==> src/logic/sss_pkg.sv <==
// Purpose: Constants for the supply status sequencer.
// Assumes: 10 MHz controller clock, one millisecond tick.
// Notes:   Times are kept in their own unit and converted to cycles or ticks here.
package sss_pkg;
  localparam int unsigned CLK_HZ           = 10_000_000;
  localparam int unsigned TICK_MS          = 1;
  localparam int unsigned TICK_CYCLES      = CLK_HZ / 1000 * TICK_MS;
  localparam int unsigned PG_DEL_MIN_MS    = 5;
  localparam int unsigned PG_DEL_MAX_MS    = 400;
  localparam int unsigned PG_DEL_MS        = 10;
  localparam int unsigned SB_TO_MAIN_MIN_MS = 50;
  localparam int unsigned SB_TO_MAIN_MAX_MS = 1000;
  localparam int unsigned SB_TO_MAIN_MS    = 100;
  localparam int unsigned EN_TO_MAIN_MS    = 10;
  localparam int unsigned PG_WARN_MS       = 1;
  localparam int unsigned PG_HOLDUP_MS     = 4;
  localparam int unsigned PG_LOW_MS        = 100;
  localparam int unsigned RAIL_OFF_MS      = 1000;
  localparam int unsigned BLINK_1HZ_MS     = 500;
  localparam int unsigned BLINK_2HZ_MS     = 250;
  localparam int unsigned MS_W             = 11;
  localparam int unsigned TICK_W           = 14;
  localparam logic [MS_W-1:0]   MS_ZERO    = 11'h000;
  localparam logic [MS_W-1:0]   MS_ONE     = 11'h001;
  localparam logic [TICK_W-1:0] TICK_ZERO  = 14'h0000;
  localparam logic [TICK_W-1:0] TICK_ONE   = 14'h0001;
  localparam logic [TICK_W-1:0] TICK_LAST  = TICK_W'(TICK_CYCLES - 1);

  typedef enum logic [4:0] {
    SSS_OFF    = 5'h01,
    SSS_WAIT   = 5'h02,
    SSS_RISE   = 5'h04,
    SSS_ON     = 5'h08,
    SSS_HOLD   = 5'h10
  } sss_state_t;

  typedef enum logic [1:0] {
    SSS_LED_OFF   = 2'h0,
    SSS_LED_GREEN = 2'h1,
    SSS_LED_AMBER = 2'h2
  } sss_led_t;
endpackage : sss_pkg

==> src/logic/sss_top.sv <==
// Purpose: Power-good, main rail sequencing, board alert/fault and LED status.
// Assumes: Board inputs are asynchronous; rail status inputs are analogue comparator levels.
// Notes:   All delays run from one free-running millisecond tick.
// Functional notes
// [RULE_01] Power-good only with both rails regulated.
// [RULE_02] Alert low forces fan to maximum.
// [RULE_03] Alert ignored in standby with main off.
// [RULE_04] Board fault high shuts outputs down.
// [RULE_05] Power-good 5 to 400 ms after regulation.
// [RULE_06] Main starts 50-1000 ms after standby.
// [RULE_07] Power-good drops 1 ms before main.
// [RULE_08] Power-good held 4 ms after input loss.
// [RULE_09] Power-good stays low at least 100 ms.
// [RULE_10] Main regulated 5-400 ms after enable.
// [RULE_11] Main disabled within 1 ms of disable.
// [RULE_12] Power-good low within 4 ms of disable.
// [RULE_13] Dropped rail kept off for 1 s.
// [RULE_14] LED off without any output or standby.
// [RULE_15] LED pattern by fixed priority order.
// [RULE_16] Shutdowns and big fan error: solid amber.
// [RULE_17] Warnings and minor fan error: blinking amber. No minor fan error input here; only WARN_ACTIVE blinks amber.
// [RULE_18] Both rails regulated gives solid green.
// [RULE_19] Enable low turns main on, clears latches.
// [RULE_20] One millisecond tick, synchronised board inputs.
`timescale 1ns/100ps
module sss_top
  import sss_pkg::*;
#(parameter int unsigned TICK_CYC = TICK_CYCLES)
(
  input  wire logic CLOCK,
  input  wire logic RESET,
  input  wire logic MAIN_ENABLE_N,
  input  wire logic BOARD_ALERT_N,
  input  wire logic BOARD_FAULT_IN,
  input  wire logic DC_INPUT_OK,
  input  wire logic STANDBY_IN_REG,
  input  wire logic MAIN_IN_REG,
  input  wire logic PARALLEL_STANDBY,
  input  wire logic FAULT_SHUTDOWN,
  input  wire logic FAN_ERROR_MAJOR,
  input  wire logic WARN_ACTIVE,
  input  wire logic BOOTLOADING,
  input  wire logic FAN_AUTO_MAX,
  output logic      POWER_GOOD,
  output logic      STANDBY_ENABLE,
  output logic      MAIN_OUTPUT_RAIL_EN,
  output logic      FAN_FORCE_MAX,
  output logic      LED_GREEN,
  output logic      LED_AMBER
);
  import sss_pkg::*;

  function automatic logic [MS_W-1:0] ms_const(input int unsigned ms);
    ms_const = MS_W'(ms);
  endfunction : ms_const

  // ----------------------------------------------------------------
  // Input synchronisers and millisecond tick
  // ----------------------------------------------------------------
  logic [1:0]        en_n_sync_q;
  logic [1:0]        alert_sync_q;
  logic [1:0]        fault_sync_q;
  logic              en_n_prev_q;
  logic [TICK_W-1:0] tick_cnt_q;
  logic              tick;
  localparam logic [TICK_W-1:0] TICK_END = TICK_W'(TICK_CYC - 1);

  // [RULE_20] Synchronise board inputs.
  always_ff @(posedge CLOCK) begin
    if (RESET) begin
      en_n_sync_q  <= 2'h3;
      alert_sync_q <= 2'h3;
      fault_sync_q <= 2'h0;
      en_n_prev_q  <= 1'b1;
    end else begin
      en_n_sync_q  <= {en_n_sync_q[0], MAIN_ENABLE_N};
      alert_sync_q <= {alert_sync_q[0], BOARD_ALERT_N};
      fault_sync_q <= {fault_sync_q[0], BOARD_FAULT_IN};
      en_n_prev_q  <= en_n_sync_q[1];
    end
  end

  // [RULE_20] Free-running millisecond tick.
  always_ff @(posedge CLOCK) begin
    if (RESET || tick_cnt_q == TICK_END) begin
      tick_cnt_q <= TICK_ZERO;
    end else begin
      tick_cnt_q <= tick_cnt_q + TICK_ONE;
    end
  end
  assign tick = (tick_cnt_q == TICK_END);

  logic en_n;
  logic fault;
  logic en_fall;
  assign en_n    = en_n_sync_q[1];
  assign fault   = fault_sync_q[1];
  assign en_fall = en_n_prev_q && !en_n;

  // ----------------------------------------------------------------
  // Standby rail retry and main rail sequencer
  // ----------------------------------------------------------------
  logic [MS_W-1:0] sb_off_q;
  logic            sb_dropped_q;
  logic            sb_ok;

  // [RULE_13] Standby kept off after drop.
  always_ff @(posedge CLOCK) begin
    if (RESET) begin
      sb_off_q     <= MS_ZERO;
      sb_dropped_q <= 1'b0;
    end else if (STANDBY_ENABLE && sb_dropped_q && !STANDBY_IN_REG) begin
      sb_off_q     <= ms_const(RAIL_OFF_MS);
      sb_dropped_q <= 1'b0;
    end else if (sb_off_q != MS_ZERO) begin
      if (tick) begin
        sb_off_q <= sb_off_q - MS_ONE;
      end
    end else begin
      sb_dropped_q <= STANDBY_IN_REG;
    end
  end
  assign STANDBY_ENABLE = (sb_off_q == MS_ZERO);
  assign sb_ok          = STANDBY_IN_REG && STANDBY_ENABLE;

  sss_state_t      state_q;
  logic [MS_W-1:0] seq_cnt_q;
  logic            fault_latch_q;
  logic            stop_req;

  // [RULE_19] Latched faults clear on enable toggle.
  always_ff @(posedge CLOCK) begin
    if (RESET) begin
      fault_latch_q <= 1'b0;
    end else if (FAULT_SHUTDOWN) begin
      fault_latch_q <= 1'b1;
    end else if (en_fall) begin
      fault_latch_q <= 1'b0;
    end
  end

  // [RULE_04] Board fault demands shutdown.
  assign stop_req = en_n || fault || fault_latch_q || !sb_ok || !DC_INPUT_OK;

  always_ff @(posedge CLOCK) begin
    if (RESET) begin
      state_q   <= SSS_OFF;
      seq_cnt_q <= MS_ZERO;
    end else begin
      if (tick && seq_cnt_q != MS_ZERO) begin
        seq_cnt_q <= seq_cnt_q - MS_ONE;
      end
      unique case (state_q)
        SSS_OFF: begin
          // [RULE_06] Standby to main delay.
          if (!stop_req) begin
            state_q   <= SSS_WAIT;
            seq_cnt_q <= en_fall ? ms_const(EN_TO_MAIN_MS) : ms_const(SB_TO_MAIN_MS);
          end
        end
        SSS_WAIT: begin
          if (stop_req) begin
            state_q <= SSS_OFF;
          end else if (seq_cnt_q == MS_ZERO) begin
            state_q <= SSS_RISE;
          end
        end
        SSS_RISE, SSS_ON: begin
          // [RULE_11] Disable main within 1 ms.
          if (en_n || fault || fault_latch_q || !sb_ok || (!DC_INPUT_OK && !POWER_GOOD)) begin
            state_q <= SSS_OFF;
          end else if (state_q == SSS_ON && !MAIN_IN_REG) begin
            // [RULE_13] Main kept off after drop.
            state_q   <= SSS_HOLD;
            seq_cnt_q <= ms_const(RAIL_OFF_MS);
          end else if (MAIN_IN_REG) begin
            state_q <= SSS_ON;
          end
        end
        SSS_HOLD: begin
          if (seq_cnt_q == MS_ZERO) begin
            state_q <= SSS_OFF;
          end
        end
        default: begin
          state_q <= SSS_OFF;
        end
      endcase
    end
  end

  // [RULE_10] Main enabled after the sequencing wait.
  assign MAIN_OUTPUT_RAIL_EN = (state_q == SSS_RISE) || (state_q == SSS_ON);

  // ----------------------------------------------------------------
  // Power-good
  // ----------------------------------------------------------------
  logic [MS_W-1:0] pg_cnt_q;
  logic [MS_W-1:0] pg_low_q;
  logic [MS_W-1:0] hold_q;
  logic            both_ok;
  assign both_ok = MAIN_IN_REG && sb_ok && (state_q == SSS_ON) && !en_n && !fault;

  always_ff @(posedge CLOCK) begin
    if (RESET) begin
      POWER_GOOD <= 1'b0;
      pg_cnt_q   <= ms_const(PG_DEL_MS);
      pg_low_q   <= ms_const(PG_LOW_MS);
      hold_q     <= ms_const(PG_HOLDUP_MS + 1);
    end else if (POWER_GOOD) begin
      // [RULE_08] Hold-up on input loss.
      if (!DC_INPUT_OK && hold_q != MS_ZERO && both_ok) begin
        if (tick) begin
          hold_q <= hold_q - MS_ONE;
        end
      // [RULE_07] Warn ahead of main dropping.
      end else if (!DC_INPUT_OK || !both_ok) begin
        // [RULE_12] Drop on disable.
        POWER_GOOD <= 1'b0;
        pg_low_q   <= ms_const(PG_LOW_MS + 1);
      end
    end else begin
      // One extra tick keeps a partly elapsed first tick from shortening a minimum time.
      hold_q <= ms_const(PG_HOLDUP_MS + 1);
      if (tick && pg_low_q != MS_ZERO) begin
        pg_low_q <= pg_low_q - MS_ONE;
      end
      if (!both_ok || !DC_INPUT_OK) begin
        pg_cnt_q <= ms_const(PG_DEL_MS);
      end else if (tick && pg_cnt_q != MS_ZERO) begin
        pg_cnt_q <= pg_cnt_q - MS_ONE;
      // [RULE_05] Assert after delay. [RULE_09] Minimum low time.
      end else if (pg_cnt_q == MS_ZERO && pg_low_q == MS_ZERO) begin
        // [RULE_01] Both rails in regulation.
        POWER_GOOD <= 1'b1;
        pg_cnt_q   <= ms_const(PG_DEL_MS);
      end
    end
  end

  // ----------------------------------------------------------------
  // Fan override
  // ----------------------------------------------------------------
  always_ff @(posedge CLOCK) begin
    if (RESET) begin
      FAN_FORCE_MAX <= 1'b0;
    end else if (!MAIN_OUTPUT_RAIL_EN) begin
      // [RULE_03] Standby ignores alert.
      FAN_FORCE_MAX <= FAN_AUTO_MAX;
    end else begin
      // [RULE_02] Alert forces maximum.
      FAN_FORCE_MAX <= !alert_sync_q[1] || FAN_AUTO_MAX;
    end
  end

  // ----------------------------------------------------------------
  // LED
  // ----------------------------------------------------------------
  logic [MS_W-1:0] blink_cnt_q;
  logic            blink1_q;
  logic            blink2_q;
  sss_led_t        led_d;

  always_ff @(posedge CLOCK) begin
    if (RESET) begin
      blink_cnt_q <= MS_ZERO;
      blink1_q    <= 1'b0;
      blink2_q    <= 1'b0;
    end else if (tick) begin
      blink_cnt_q <= (blink_cnt_q == ms_const(BLINK_1HZ_MS - 1)) ? MS_ZERO : blink_cnt_q + MS_ONE;
      if (blink_cnt_q == ms_const(BLINK_1HZ_MS - 1)) begin
        blink1_q <= !blink1_q;
      end
      if (blink_cnt_q == ms_const(BLINK_2HZ_MS - 1) || blink_cnt_q == ms_const(BLINK_1HZ_MS - 1)) begin
        blink2_q <= !blink2_q;
      end
    end
  end

  // [RULE_15] First match in fixed order wins.
  always_comb begin
    led_d = SSS_LED_OFF;
    // [RULE_14] Nothing present, LED off.
    if ((!MAIN_OUTPUT_RAIL_EN || !DC_INPUT_OK) && !sb_ok && !PARALLEL_STANDBY) begin
      led_d = SSS_LED_OFF;
    end else if (en_n) begin
      led_d = blink1_q ? SSS_LED_GREEN : SSS_LED_OFF;
    // [RULE_16] Shutdown conditions solid amber.
    end else if (FAULT_SHUTDOWN || fault_latch_q || FAN_ERROR_MAJOR || fault || !DC_INPUT_OK ||
                 state_q == SSS_HOLD || !sb_ok) begin
      led_d = SSS_LED_AMBER;
    // [RULE_17] Warnings blink amber.
    end else if (WARN_ACTIVE) begin
      led_d = blink1_q ? SSS_LED_AMBER : SSS_LED_OFF;
    end else if (BOOTLOADING) begin
      led_d = blink2_q ? SSS_LED_GREEN : SSS_LED_OFF;
    // [RULE_18] Both rails good gives green.
    end else if (MAIN_IN_REG && sb_ok) begin
      led_d = SSS_LED_GREEN;
    end else begin
      led_d = SSS_LED_AMBER;
    end
  end

  always_ff @(posedge CLOCK) begin
    if (RESET) begin
      LED_GREEN <= 1'b0;
      LED_AMBER <= 1'b0;
    end else begin
      LED_GREEN <= (led_d == SSS_LED_GREEN);
      LED_AMBER <= (led_d == SSS_LED_AMBER);
    end
  end

  // ----------------------------------------------------------------
  // Checks
  // ----------------------------------------------------------------
  a_pg_needs_rails: assert property (@(posedge CLOCK) disable iff (RESET) // [RULE_01]
    POWER_GOOD |-> (MAIN_IN_REG || !DC_INPUT_OK) && STANDBY_IN_REG)
    else $error("power-good high without rails");
  a_fault_stops_main: assert property (@(posedge CLOCK) disable iff (RESET) // [RULE_04]
    fault |=> !MAIN_OUTPUT_RAIL_EN)
    else $error("main rail on during board fault");
  a_alert_forces_fan: assert property (@(posedge CLOCK) disable iff (RESET) // [RULE_02]
    (!alert_sync_q[1] && MAIN_OUTPUT_RAIL_EN) |=> FAN_FORCE_MAX)
    else $error("alert did not force fan");
  a_standby_ignores: assert property (@(posedge CLOCK) disable iff (RESET) // [RULE_03]
    (!MAIN_OUTPUT_RAIL_EN && !FAN_AUTO_MAX) |=> !FAN_FORCE_MAX)
    else $error("fan forced in standby");
  a_disable_main: assert property (@(posedge CLOCK) disable iff (RESET) // [RULE_11]
    $rose(en_n) |-> ##[1:2] !MAIN_OUTPUT_RAIL_EN)
    else $error("main not disabled after enable release");
  a_disable_pg: assert property (@(posedge CLOCK) disable iff (RESET) // [RULE_12]
    $rose(en_n) |-> ##[1:2] !POWER_GOOD)
    else $error("power-good not dropped after disable");
  a_pg_rise_rails: assert property (@(posedge CLOCK) disable iff (RESET) // [RULE_05]
    $rose(POWER_GOOD) |-> $past(pg_cnt_q) == MS_ZERO && $past(both_ok))
    else $error("power-good rose early");
  a_pg_low_time: assert property (@(posedge CLOCK) disable iff (RESET) // [RULE_09]
    $rose(POWER_GOOD) |-> $past(pg_low_q) == MS_ZERO)
    else $error("power-good low time too short");
endmodule : sss_top

==> config.mk <==
export PLATFORM = sky130hd
export DESIGN_NAME = sss_top
export DESIGN_NICKNAME = d
export VERILOG_FILES = /design/src/logic/sss_pkg.sv /design/src/logic/sss_top.sv
export SDC_FILE = /design/constraint.sdc
export NUM_CORES = 1
export LEC_CHECK = 0
export ABC_AREA = 1
export BUFFER_PORTS_ARGS = -buffer_cell sky130_fd_sc_hd__buf_2
export CORE_ASPECT_RATIO = 0.7
export CORE_MARGIN = 2
export CORE_UTILIZATION = 38
export CTS_CLUSTER_SIZE = 10
export DETAILED_ROUTE_END_ITERATION = 16
export SLEW_MARGIN = 0
export SYNTH_ARGS = -nofsm -noshare
export SYNTH_HDL_FRONTEND = slang
export SYNTH_SLANG_ARGS = --single-unit
==> constraint.sdc <==
create_clock -name CLOCK -period 2.81 [get_ports CLOCK]
set_input_delay 0.1405 -clock CLOCK [delete_from_list [all_inputs] [get_ports CLOCK]]
set_output_delay 0.1405 -clock CLOCK [all_outputs]
set_load 0.1 [all_outputs]
==> results of run 1 <==
## what timing repair did
action                    4_1_cts  5_1_grt
resized for setup               0        0
hold buffers                    3        0
hold endpoints to repair        3        0
## flip-flops by register name, summed over array words and instances (netlist names)
signal,flops
blink1_q,1
FAN_FORCE_MAX,1
tick_cnt_q,14
en_n_sync_q,2
pg_low_q,11
en_n_prev_q,1
LED_AMBER,1
blink2_q,1
POWER_GOOD,1
sb_dropped_q,1
pg_cnt_q,11
LED_GREEN,1
sb_off_q,11
hold_q,11
seq_cnt_q,11
state_q,5
fault_latch_q,1
fault_sync_q,2
blink_cnt_q,11
alert_sync_q,2
## critical path: stages (launching register included)
cell	delay, ns
dfxtp_1	0.36
ha_1	0.19
nand2_2	0.09
nor2_4	0.10
nand2_2	0.09
nor3_4	0.56
nand3_1	0.28
nor2_1	0.22
nand3_1	0.09
nand2_1	0.06
nor2_1	0.04
## Yosys cell counts (all sizes together)
library cell | n | area, um2
nand3 | 81 | 415
xor2 | 25 | 219
o21a | 4 | 30.0
nor4 | 3 | 18.8
nand2 | 176 | 686
o2111ai | 2 | 17.5
nor3b | 2 | 15.0
buf | 3 | 20.0
a21boi | 1 | 7.51
a22oi | 1 | 7.51
dfxtp | 100 | 2000
o211ai | 5 | 37.5
ha | 10 | 125
o21ai | 26 | 141
xnor2 | 8 | 70.1
o21bai | 1 | 7.51
or2 | 12 | 75.1
nor2 | 140 | 573
a31oi | 3 | 18.8
and2 | 1 | 6.26
nand4 | 25 | 163
a21oi | 46 | 230
a211oi | 1 | 7.51
nor3 | 32 | 176
clkbuf | 8 | 30.0
o31ai | 1 | 7.51
nand3b | 5 | 50.1
inv | 124 | 465
## stage by stage
stage	setup slack, ns	power, mW	hold WS (ns)
final	0.617	3.48	0.00577
after global routing	0.374	3.68	0.00238
after CTS	0.586	3.52	0.00108
after detailed placement	0.612	2.24	0.330
after global placement	0.659	2.24	0.328
after floorplan	0.00566	2.08	0.244
## how the worst max path moves through the flow
stage / slack, ns / start / to / depth (start not counted)
6_report: 0.62 / tick_cnt_q[0]$_SDFF_PP0_ / hold_q[3]$_SDFFE_PP0P_ / 10
5_1_grt: 0.37 / pg_low_q[0]$_SDFFE_PP0P_ / pg_cnt_q[8]$_SDFFE_PP0P_ / 12
4_1_cts: 0.59 / tick_cnt_q[0]$_SDFF_PP0_ / hold_q[3]$_SDFFE_PP0P_ / 10
3_5_place_dp: 0.61 / tick_cnt_q[0]$_SDFF_PP0_ / hold_q[3]$_SDFFE_PP0P_ / 10
3_3_place_gp: 0.66 / tick_cnt_q[0]$_SDFF_PP0_ / hold_q[3]$_SDFFE_PP0P_ / 10
2_1_floorplan: 0.006 / state_q[0]$_SDFFE_PP1P_ / seq_cnt_q[0]$_SDFF_PP0_ / 8
## logic make-up after synthesis
| kind of cell | synth area share |
|---|---|
| AO/OA/AOI/OAI | 0.0912 |
| XOR/XNOR | 0.0514 |
| adder cells (fa/ha/maj) | 0.0223 |
| buffers and inverters | 0.0917 |
| flip-flops | 0.356 |
| AND/OR/NAND/NOR | 0.387 |
## cell type report
class | count | area [um2]
clock buffers | 9 | 225
clock inverters | 6 | 71.3
fillers | 1510 | 8300
inverters | 124 | 465
multi-input cells | 611 | 3110
flip-flops and latches | 100 | 2000
well taps | 195 | 244
repair buffers | 26 | 168
## metal layers
layer	GRT usage	vias up	share of wire
met1	0.284	2242	0.57
met5	0	-	0
met4	0.0497	0	0.011
met2	0.238	109	0.37
met3	0.0385	13	0.050
li1	-	2783	-
## power breakdown
group	switching (mW)	leakage (nW)	internal, mW
combinational	0.516	1.83	0.196
clock	0.569	0.144	0.697
sequential	0.0375	0.810	1.47
total	1.12	2.79	2.36
==> impl_metrics.yaml, run 1 <==
clock_tree:
  postCtsSetupRepairBufs: 0
  cts_max_level: 3
  clock_sinks: 100
  cts_tree: "done"
  cts_buffers: 9
  clk_pin_slew_worst_paths_ns: 0.07
  cts-root-buf: "clkbuf_16"
  cts_buffer_depth: 2
  clk_latency_ns: 0.35
grt:
  grt_usage: 0.180
  antenna_found_initial: 0
  grt_pass1_vias: 4597
  grt_max_degree: 22
  grt_pass1_wl_mm: 22.6
  grt.overflow.total: 0
power:
  ir_worst_vdd_mv: 0.278
  powerDensity_nw_per_um2: 554
  cellLeakagePower_nw: 2.79
synthesis:
  synth_cell_types: 44
  yosysSeqAreaShare: 0.356
  synthesis.nets: 870
  syn_area_um2: 5620
  synthCells: 846
  yosys_warnings: 0
  synth-seq-cells: 100
  avgSynthCellArea_um2: 6.65
sta:
  tightest_slew_ns: 0.626
  fin_tns_setup_ns: 0
  slew-limit-headroom: 0.582
  rsz0062_at_grt: "false"
  finalCritPeriodShare: 0.780
  setup_viol: 0
  clock_skew_ns: 0.00936
  max_freq_mhz: 456
  drv_slew: 0
  finalHoldViolCount: 0
  fin_crit_ns: 2.19
final_layout:
  syn_to_final_growth_pct: 11.7
  finish.utilization: 0.431
  fin_cells: 1071
  layout_common_cells: "nand2_1 (168), nor2_1 (129), inv_1 (119)"
  final_common_cell: "nand2_1"
  design_area_um2: 6280
  fin_nets: 896
  antenna_cells: 0
  drive_gt1_frac: 0.0902
run_status:
  outcome: "finished clean"
routing:
  wl_per_cell_um: 12.4
  drt_iter0_markers: 314
  viasPerCell: 4.81
  drtPass1Iterations: 5
  drtAntennaViolNets: 0
  vias: 5147
  wirelength_mm: 13.3
  drc: 0
setup_path:
  end_kind: "register"
  reg2reg_from: "tick_cnt_q[0]$_SDFF_PP0_"
  worstSetupPathType: "reg2reg"
  rr_endpoint: "hold_q[3]$_SDFFE_PP0P_"
  worstPathMaxFanout: 10
  cp-start-kind: "register"
  required_ns: 3.06
  regToRegSetupSlack_ns: 0.62
  rr_worst_depth: 10
  cp_data_arrival_time_ns: 2.44
floorplan:
  dieArea_um2: 15800
  core_um2: 14600
  die_height_um: 106
  io_pins: 20
  die_width_um: 149
  rows: 37
  start_util: 0.386
placement:
  place_congestion: 0.882
  dpl_cell_area_um2: 5950
  portBuffers: 19
  placed_cells: 1053
  hpwl_mm: 9.99
worst_hold_path:
  min_path_type: "in2reg"
  min_from: "BOARD_FAULT_IN"
  whs_path_depth: 3
  min_to: "fault_sync_q[0]$_SDFF_PP0_"
run:
  maxCapViolCount: 0
Note: power is estimated with default switching activity, not from simulation.
==> inputs of run 2 (changes only) <==
Settings changed: ABC_AREA 1 to 0.
Clock period 2.81 ns to 2 ns, I/O delays scaled along.
==> impl_metrics.yaml, run 2 <==
run_status:
  outcome: "finished, violations left"
  violations: "setup timing"
synthesis:
  syn_area_um2: 4940
  muxShareOfSynthArea: 0.00633
  synth-async-reset-ratio: 0
  synth_top_area_frac: 0.405
  synth-seq-cells: 100
  synth_top_family_by_area: "simple AND/OR/NAND/NOR gates"
  synthAdderAreaFrac: 0.0253
  yosys_warnings: 0
  synthXorXnorAreaFrac: 0.0816
  synth.most_common_cell: "dfxtp_1"
  synthTopCellsByArea: "dfxtp_1 (41%), nor2_1 (5.9%), xor2_1 (4.6%)"
  yosys.area.top_type: "dfxtp_1"
  yosysSeqAreaShare: 0.405
  yosys_most_used_dff: "dfxtp_1"
  synth-simple-area-share: 0.326
  avgSynthCellArea_um2: 8.27
  synthesis.nets: 621
  synth_cell_types: 55
  synthCells: 597
  ys_top_cells_by_count: "dfxtp_1 (100), nor2_1 (78), nand2_1 (46), nor3_1 (37), a21oi_1 (34)"
  synth_compound_area_frac: 0.128
  synth_edf_count: 0
routing:
  drt_iter0_markers: 296
  drc: 0
  wirelength_mm: 14.4
  viasPerCell: 5.38
  vias: 5039
  drtPass1Iterations: 5
  wl_per_cell_um: 15.4
  drtAntennaViolNets: 0
power:
  total_power_mw: 4.62
  powerDensity_nw_per_um2: 617
  ir_worst_vdd_mv: 0.840
  cellLeakagePower_nw: 2.88
worst_hold_path:
  min_to: "fault_latch_q$_SDFFE_PP0P_"
  min_from: "FAULT_SHUTDOWN"
  min_path_type: "in2reg"
  whs_path_depth: 3
final_layout:
  design_area_um2: 7500
  antenna_cells: 0
  finish.utilization: 0.597
  layout_common_cells: "buf_4 (130), dfxtp_1 (88), nor2_1 (67)"
  syn_to_final_growth_pct: 51.8
  top_register: "tick_cnt_q"
  fin_nets: 793
  drive_gt1_frac: 0.422
  final_common_cell: "buf_4"
  largest_register_ffs: 14
floorplan:
  rows: 34
  die_height_um: 99.4
  core_um2: 12500
  die_width_um: 140
  io_pins: 20
  start_util: 0.394
  dieArea_um2: 13900
clock_tree:
  cts_max_level: 3
  clk_pin_slew_worst_paths_ns: 0.07
  clk_latency_ns: 0.35
  clock_sinks: 100
  cts-root-buf: "clkbuf_16"
  cts_buffers: 9
  cts_tree: "done"
  cts_buffer_depth: 2
sta:
  setup_viol: 66
  finalWorstSetupSlack_ns: -0.448
  finalHoldViolCount: 0
  slew-limit-headroom: 0.642
  clock_skew_ns: 0.00624
  drv_slew: 0
  tightest_slew_ns: 0.533
  rsz0062_at_grt: "true"
  fin_crit_ns: 2.45
  finalCritPeriodShare: 1.22
  whs_ns: 0.0205
  max_freq_mhz: 409
grt:
  globalRouteMet2Util: 0.342
  grt_pass1_vias: 4933
  grt_usage: 0.212
  use_met3: 0.0501
  antenna_found_initial: 0
  grt_pass1_wl_mm: 24.0
  grt.overflow.total: 0
  grt_max_degree: 20
  top_usage_layer: "met2"
  use_met1: 0.286
setup_path:
  cp-start-kind: "register"
  rr_endpoint: "LED_GREEN$_SDFF_PP0_"
  reg2reg_from: "sb_off_q[3]$_SDFFE_PP0P_"
  regToRegSetupSlack_ns: -0.45
  cp_data_arrival_time_ns: 2.72
  worstPathMaxFanout: 2
  rr_worst_depth: 7
  end_kind: "register"
  worstSetupPathType: "reg2reg"
  required_ns: 2.27
placement:
  place_congestion: 0.949
  dpl_cell_area_um2: 6340
  place_ws_ns: -0.542
  portBuffers: 19
  hpwl_mm: 9.94
run:
  maxCapViolCount: 0
-- run 2: cell types whose count changed after synthesis, moves of 12 or more --
cell	before	now
xnor2_1	8	20
nand2_1	168	46
nor2_1	129	78
nand3_1	79	17
or3_1	0	23
a21oi_1	46	34
or4_1	0	15
nand4_1	24	12
inv_1	119	17
-- run 2: metrics by stage --
stage          instances  TNS, ns
6_report             936   -12.53
5_1_grt              936   -18.12
4_1_cts              927    -8.00
3_5_place_dp         899   -14.18
3_3_place_gp         899   -12.70
2_1_floorplan        597    -8.82
-- run 2: how the worst max path moves through the flow --
stage | start | to | slack [ns]
2_1_floorplan | sb_off_q[3]$_SDFFE_PP0P_ | LED_GREEN$_SDFF_PP0_ | -0.61
3_3_place_gp | sb_off_q[6]$_SDFFE_PP0P_ | LED_GREEN$_SDFF_PP0_ | -0.48
3_5_place_dp | sb_off_q[6]$_SDFFE_PP0P_ | LED_GREEN$_SDFF_PP0_ | -0.54
4_1_cts | sb_off_q[3]$_SDFFE_PP0P_ | LED_GREEN$_SDFF_PP0_ | -0.45
5_1_grt | sb_off_q[3]$_SDFFE_PP0P_ | LED_GREEN$_SDFF_PP0_ | -0.53
6_report | sb_off_q[3]$_SDFFE_PP0P_ | LED_GREEN$_SDFF_PP0_ | -0.45
-- run 2: power by group --
| part | internal [mW] | switching (mW) | total, mW |
|---|---|---|---|
| clock | 0.862 | 0.825 | 1.69 |
| combinational | 0.388 | 0.491 | 0.879 |
| sequential | 2.03 | 0.0261 | 2.06 |
| total | 3.28 | 1.34 | 4.62 |
-- run 2: cell type report --
type | count | area, um2
clock inverters | 7 | 58.8
fillers | 1024 | 5050
multi-input cells | 464 | 3520
well taps | 162 | 203
clock buffers | 9 | 225
flip-flops and latches | 100 | 2020
inverters | 19 | 83.8
repair buffers | 175 | 1380
-- run 2: timing repair --
item	in CTS	in global routing
endpoints found under the hold margin	4	0
hold buffers	4	0
endpoints found under the setup margin	70	72
pin swaps	37	35
gates resized for setup	100	73
buffers inserted	10	12
-- run 2: worst max-delay path: stages (launching register included) --
cell,delay (ns)
dfxtp_2,0.32
or4_4,0.53
or3_4,0.45
clkinv_8,0.05
nand4b_1,0.08
or3_1,0.33
or4_1,0.42
a211oi_2,0.19
-- run 2: cell families (layout without fill, tap and decap cells) --
| kind of cell | Yosys count | in the layout |
|---|---|---|
| compound gates | 103 | 103 |
| xor+xnor | 46 | 46 |
| fa+ha+maj | 10 | 10 |
| buf+inv | 33 | 210 |
| flops | 100 | 100 |
| mux | 3 | 3 |
| simple gates | 302 | 302 |
-- run 2: metal layers --
| metal | vias to the layer above | part of all wire |
|---|---|---|
| met5 | - | 0 |
| met1 | 2412 | 0.48 |
| met2 | 105 | 0.46 |
| li1 | 2499 | - |
| met4 | 0 | 0.019 |
| met3 | 23 | 0.038 |
==> inputs of run 3 (changes only) <==
Settings changed: BUFFER_PORTS_ARGS -buffer_cell sky130_fd_sc_hd__buf_2 to not set, DONT_BUFFER_PORTS set to 1.
==> impl_metrics.yaml, run 3 (same netlist as run 2, synthesis figures left out) <==
floorplan:
  start_util: 0.394
  core_um2: 12500
  io_pins: 20
  rows: 34
  die_width_um: 140
  die_height_um: 99.4
  dieArea_um2: 13900
power:
  intPower_mw: 3.29
  netSwitchingPower_mw: 1.36
  ir_worst_vdd_mv: 0.436
  powerDensity_nw_per_um2: 626
  swShare: 0.292
  combPwrFrac: 0.190
  pwr-share-clk: 0.368
  seq_power_share: 0.442
  cellLeakagePower_nw: 2.85
clock_tree:
  clk_latency_ns: 0.35
  cts_tree: "done"
  clk_pin_slew_worst_paths_ns: 0.07
  cts-root-buf: "clkbuf_16"
  cts_buffer_depth: 2
  clock_sinks: 100
  cts_max_level: 3
  cts_hold_buf: 9
  cts_buffers: 9
sta:
  finalCritPeriodShare: 1.24
  clock_skew_ns: 0.00760
  fin_crit_ns: 2.48
  finalWorstSetupSlack_ns: -0.480
  slew-limit-headroom: 0.635
  max_freq_mhz: 403
  whs_ns: -0.0544
  tightest_slew_ns: 0.547
  drv_slew: 0
  rsz0062_at_grt: "true"
  finalHoldViolCount: 1
  setup_viol: 63
setup_path:
  required_ns: 2.28
  regToRegSetupSlack_ns: -0.48
  reg2reg_from: "sb_off_q[3]$_SDFFE_PP0P_"
  worstPathMaxFanout: 2
  cp-start-kind: "register"
  end_kind: "register"
  cp_data_arrival_time_ns: 2.76
  rr_worst_depth: 7
  slowest_stage: "or4_4"
  cp_cell_sequence: "or4_4, or3_4, clkinv_8, nand4b_1, or3_4, or4_4, a211oi_2"
  worstSetupPathType: "reg2reg"
  crit_path_max_incr_delay_ns: 0.53
  rr_endpoint: "LED_GREEN$_SDFF_PP0_"
placement:
  dpl_cell_area_um2: 6260
  place_congestion: 0.942
  portBuffers: 0
  placed_cells: 885
  hpwl_mm: 10.0
  place_ws_ns: -0.507
final_layout:
  antenna_cells: 0
  layout_common_cells: "buf_4 (144), dfxtp_1 (89), nor2_1 (68)"
  fin_cells: 930
  top_register: "tick_cnt_q"
  final_common_cell: "buf_4"
  syn_to_final_growth_pct: 50.4
  fin_nets: 787
  fillCellCount: 1016
  largest_register_ffs: 14
  design_area_um2: 7430
  drive_gt1_frac: 0.406
worst_hold_path:
  min_from: "WARN_ACTIVE"
  whs_path_depth: 2
  min_to: "LED_GREEN$_SDFF_PP0_"
  min_path_type: "in2reg"
routing:
  viasPerCell: 5.45
  wl_per_cell_um: 16.3
  drc: 0
  vias: 5068
  wirelength_mm: 15.2
  drtAntennaViolNets: 0
  drt_iter0_markers: 432
  drtPass1Iterations: 5
run_status:
  outcome: "finished, violations left"
  violations: "hold timing, setup timing"
grt:
  grt_usage: 0.215
  grt_max_degree: 33
  grt_pass1_wl_mm: 24.2
  antenna_found_initial: 0
  grt_pass1_vias: 4975
  grt.overflow.total: 0
run:
  maxCapViolCount: 0
-- run 3: cell type report --
class                   instances  area, um2  share of cell area
clock inverters                 7       61.3             0.00825
multi-input cells             464       3450               0.465
clock buffers                   9        225              0.0303
inverters                      19       83.8              0.0113
flip-flops and latches        100       2020               0.271
repair buffers                169       1390               0.187
well taps                     162        203              0.0273
-- run 3: layer usage --
| metal | part of all wire | global-route usage |
|---|---|---|
| met4 | 0.010 | 0.0544 |
| met2 | 0.46 | 0.356 |
| met1 | 0.48 | 0.290 |
| met5 | 0 | 0 |
| met3 | 0.046 | 0.0433 |
-- run 3: worst max-delay path, delay by kind of cell, from the launching register on --
kind,cells,cell delay [ns]
buffers and inverters,1,0.05
AO/OA/AOI/OAI,1,0.18
flip-flops,1,0.33
AND/OR/NAND/NOR,5,1.84
-- run 3: worst max-delay path by stage --
| stage | from | endpoint | slack, ns |
|---|---|---|---|
| 2_1_floorplan | sb_off_q[3]$_SDFFE_PP0P_ | LED_GREEN$_SDFF_PP0_ | -0.61 |
| 3_3_place_gp | sb_off_q[6]$_SDFFE_PP0P_ | LED_GREEN$_SDFF_PP0_ | -0.49 |
| 3_5_place_dp | sb_off_q[6]$_SDFFE_PP0P_ | LED_GREEN$_SDFF_PP0_ | -0.51 |
| 4_1_cts | sb_off_q[6]$_SDFFE_PP0P_ | LED_GREEN$_SDFF_PP0_ | -0.45 |
| 5_1_grt | sb_off_q[3]$_SDFFE_PP0P_ | LED_GREEN$_SDFF_PP0_ | -0.54 |
| 6_report | sb_off_q[3]$_SDFFE_PP0P_ | LED_GREEN$_SDFF_PP0_ | -0.48 |
-- run 3: what timing repair did --
| item | CTS | global route |
|---|---|---|
| endpoints found under the setup margin | 70 | 71 |
| resized for setup | 94 | 63 |
| buffers inserted | 11 | 10 |
| cloned | 0 | 1 |
| endpoints found under the hold margin | 38 | 1 |
| pin swaps | 25 | 36 |
-- run 3: power by group through the flow --
stage                     clock network, mW  logic, mW  registers, mW
after CTS                              1.74      0.801           2.05
after global placement                    0      0.588           2.09
after floorplan                           0      0.389           2.12
final                                  1.71      0.882           2.06
after detailed placement                  0      0.596           2.10
after global routing                   1.81      0.934           2.06
-- run 3: stage by stage --
stage / power [mW] / hold slack, ns / utilization / TNS, ns
4_1_cts: 4.59 / -0.0679 / 0.566 / -10.34
3_3_place_gp: 2.68 / 0.178 / 0.499 / -15.21
2_1_floorplan: 2.50 / 0.204 / - / -8.82
6_report: 4.65 / -0.0544 / 0.592 / -11.80
3_5_place_dp: 2.69 / 0.183 / 0.499 / -16.64
5_1_grt: 4.81 / -0.0621 / 0.592 / -17.61
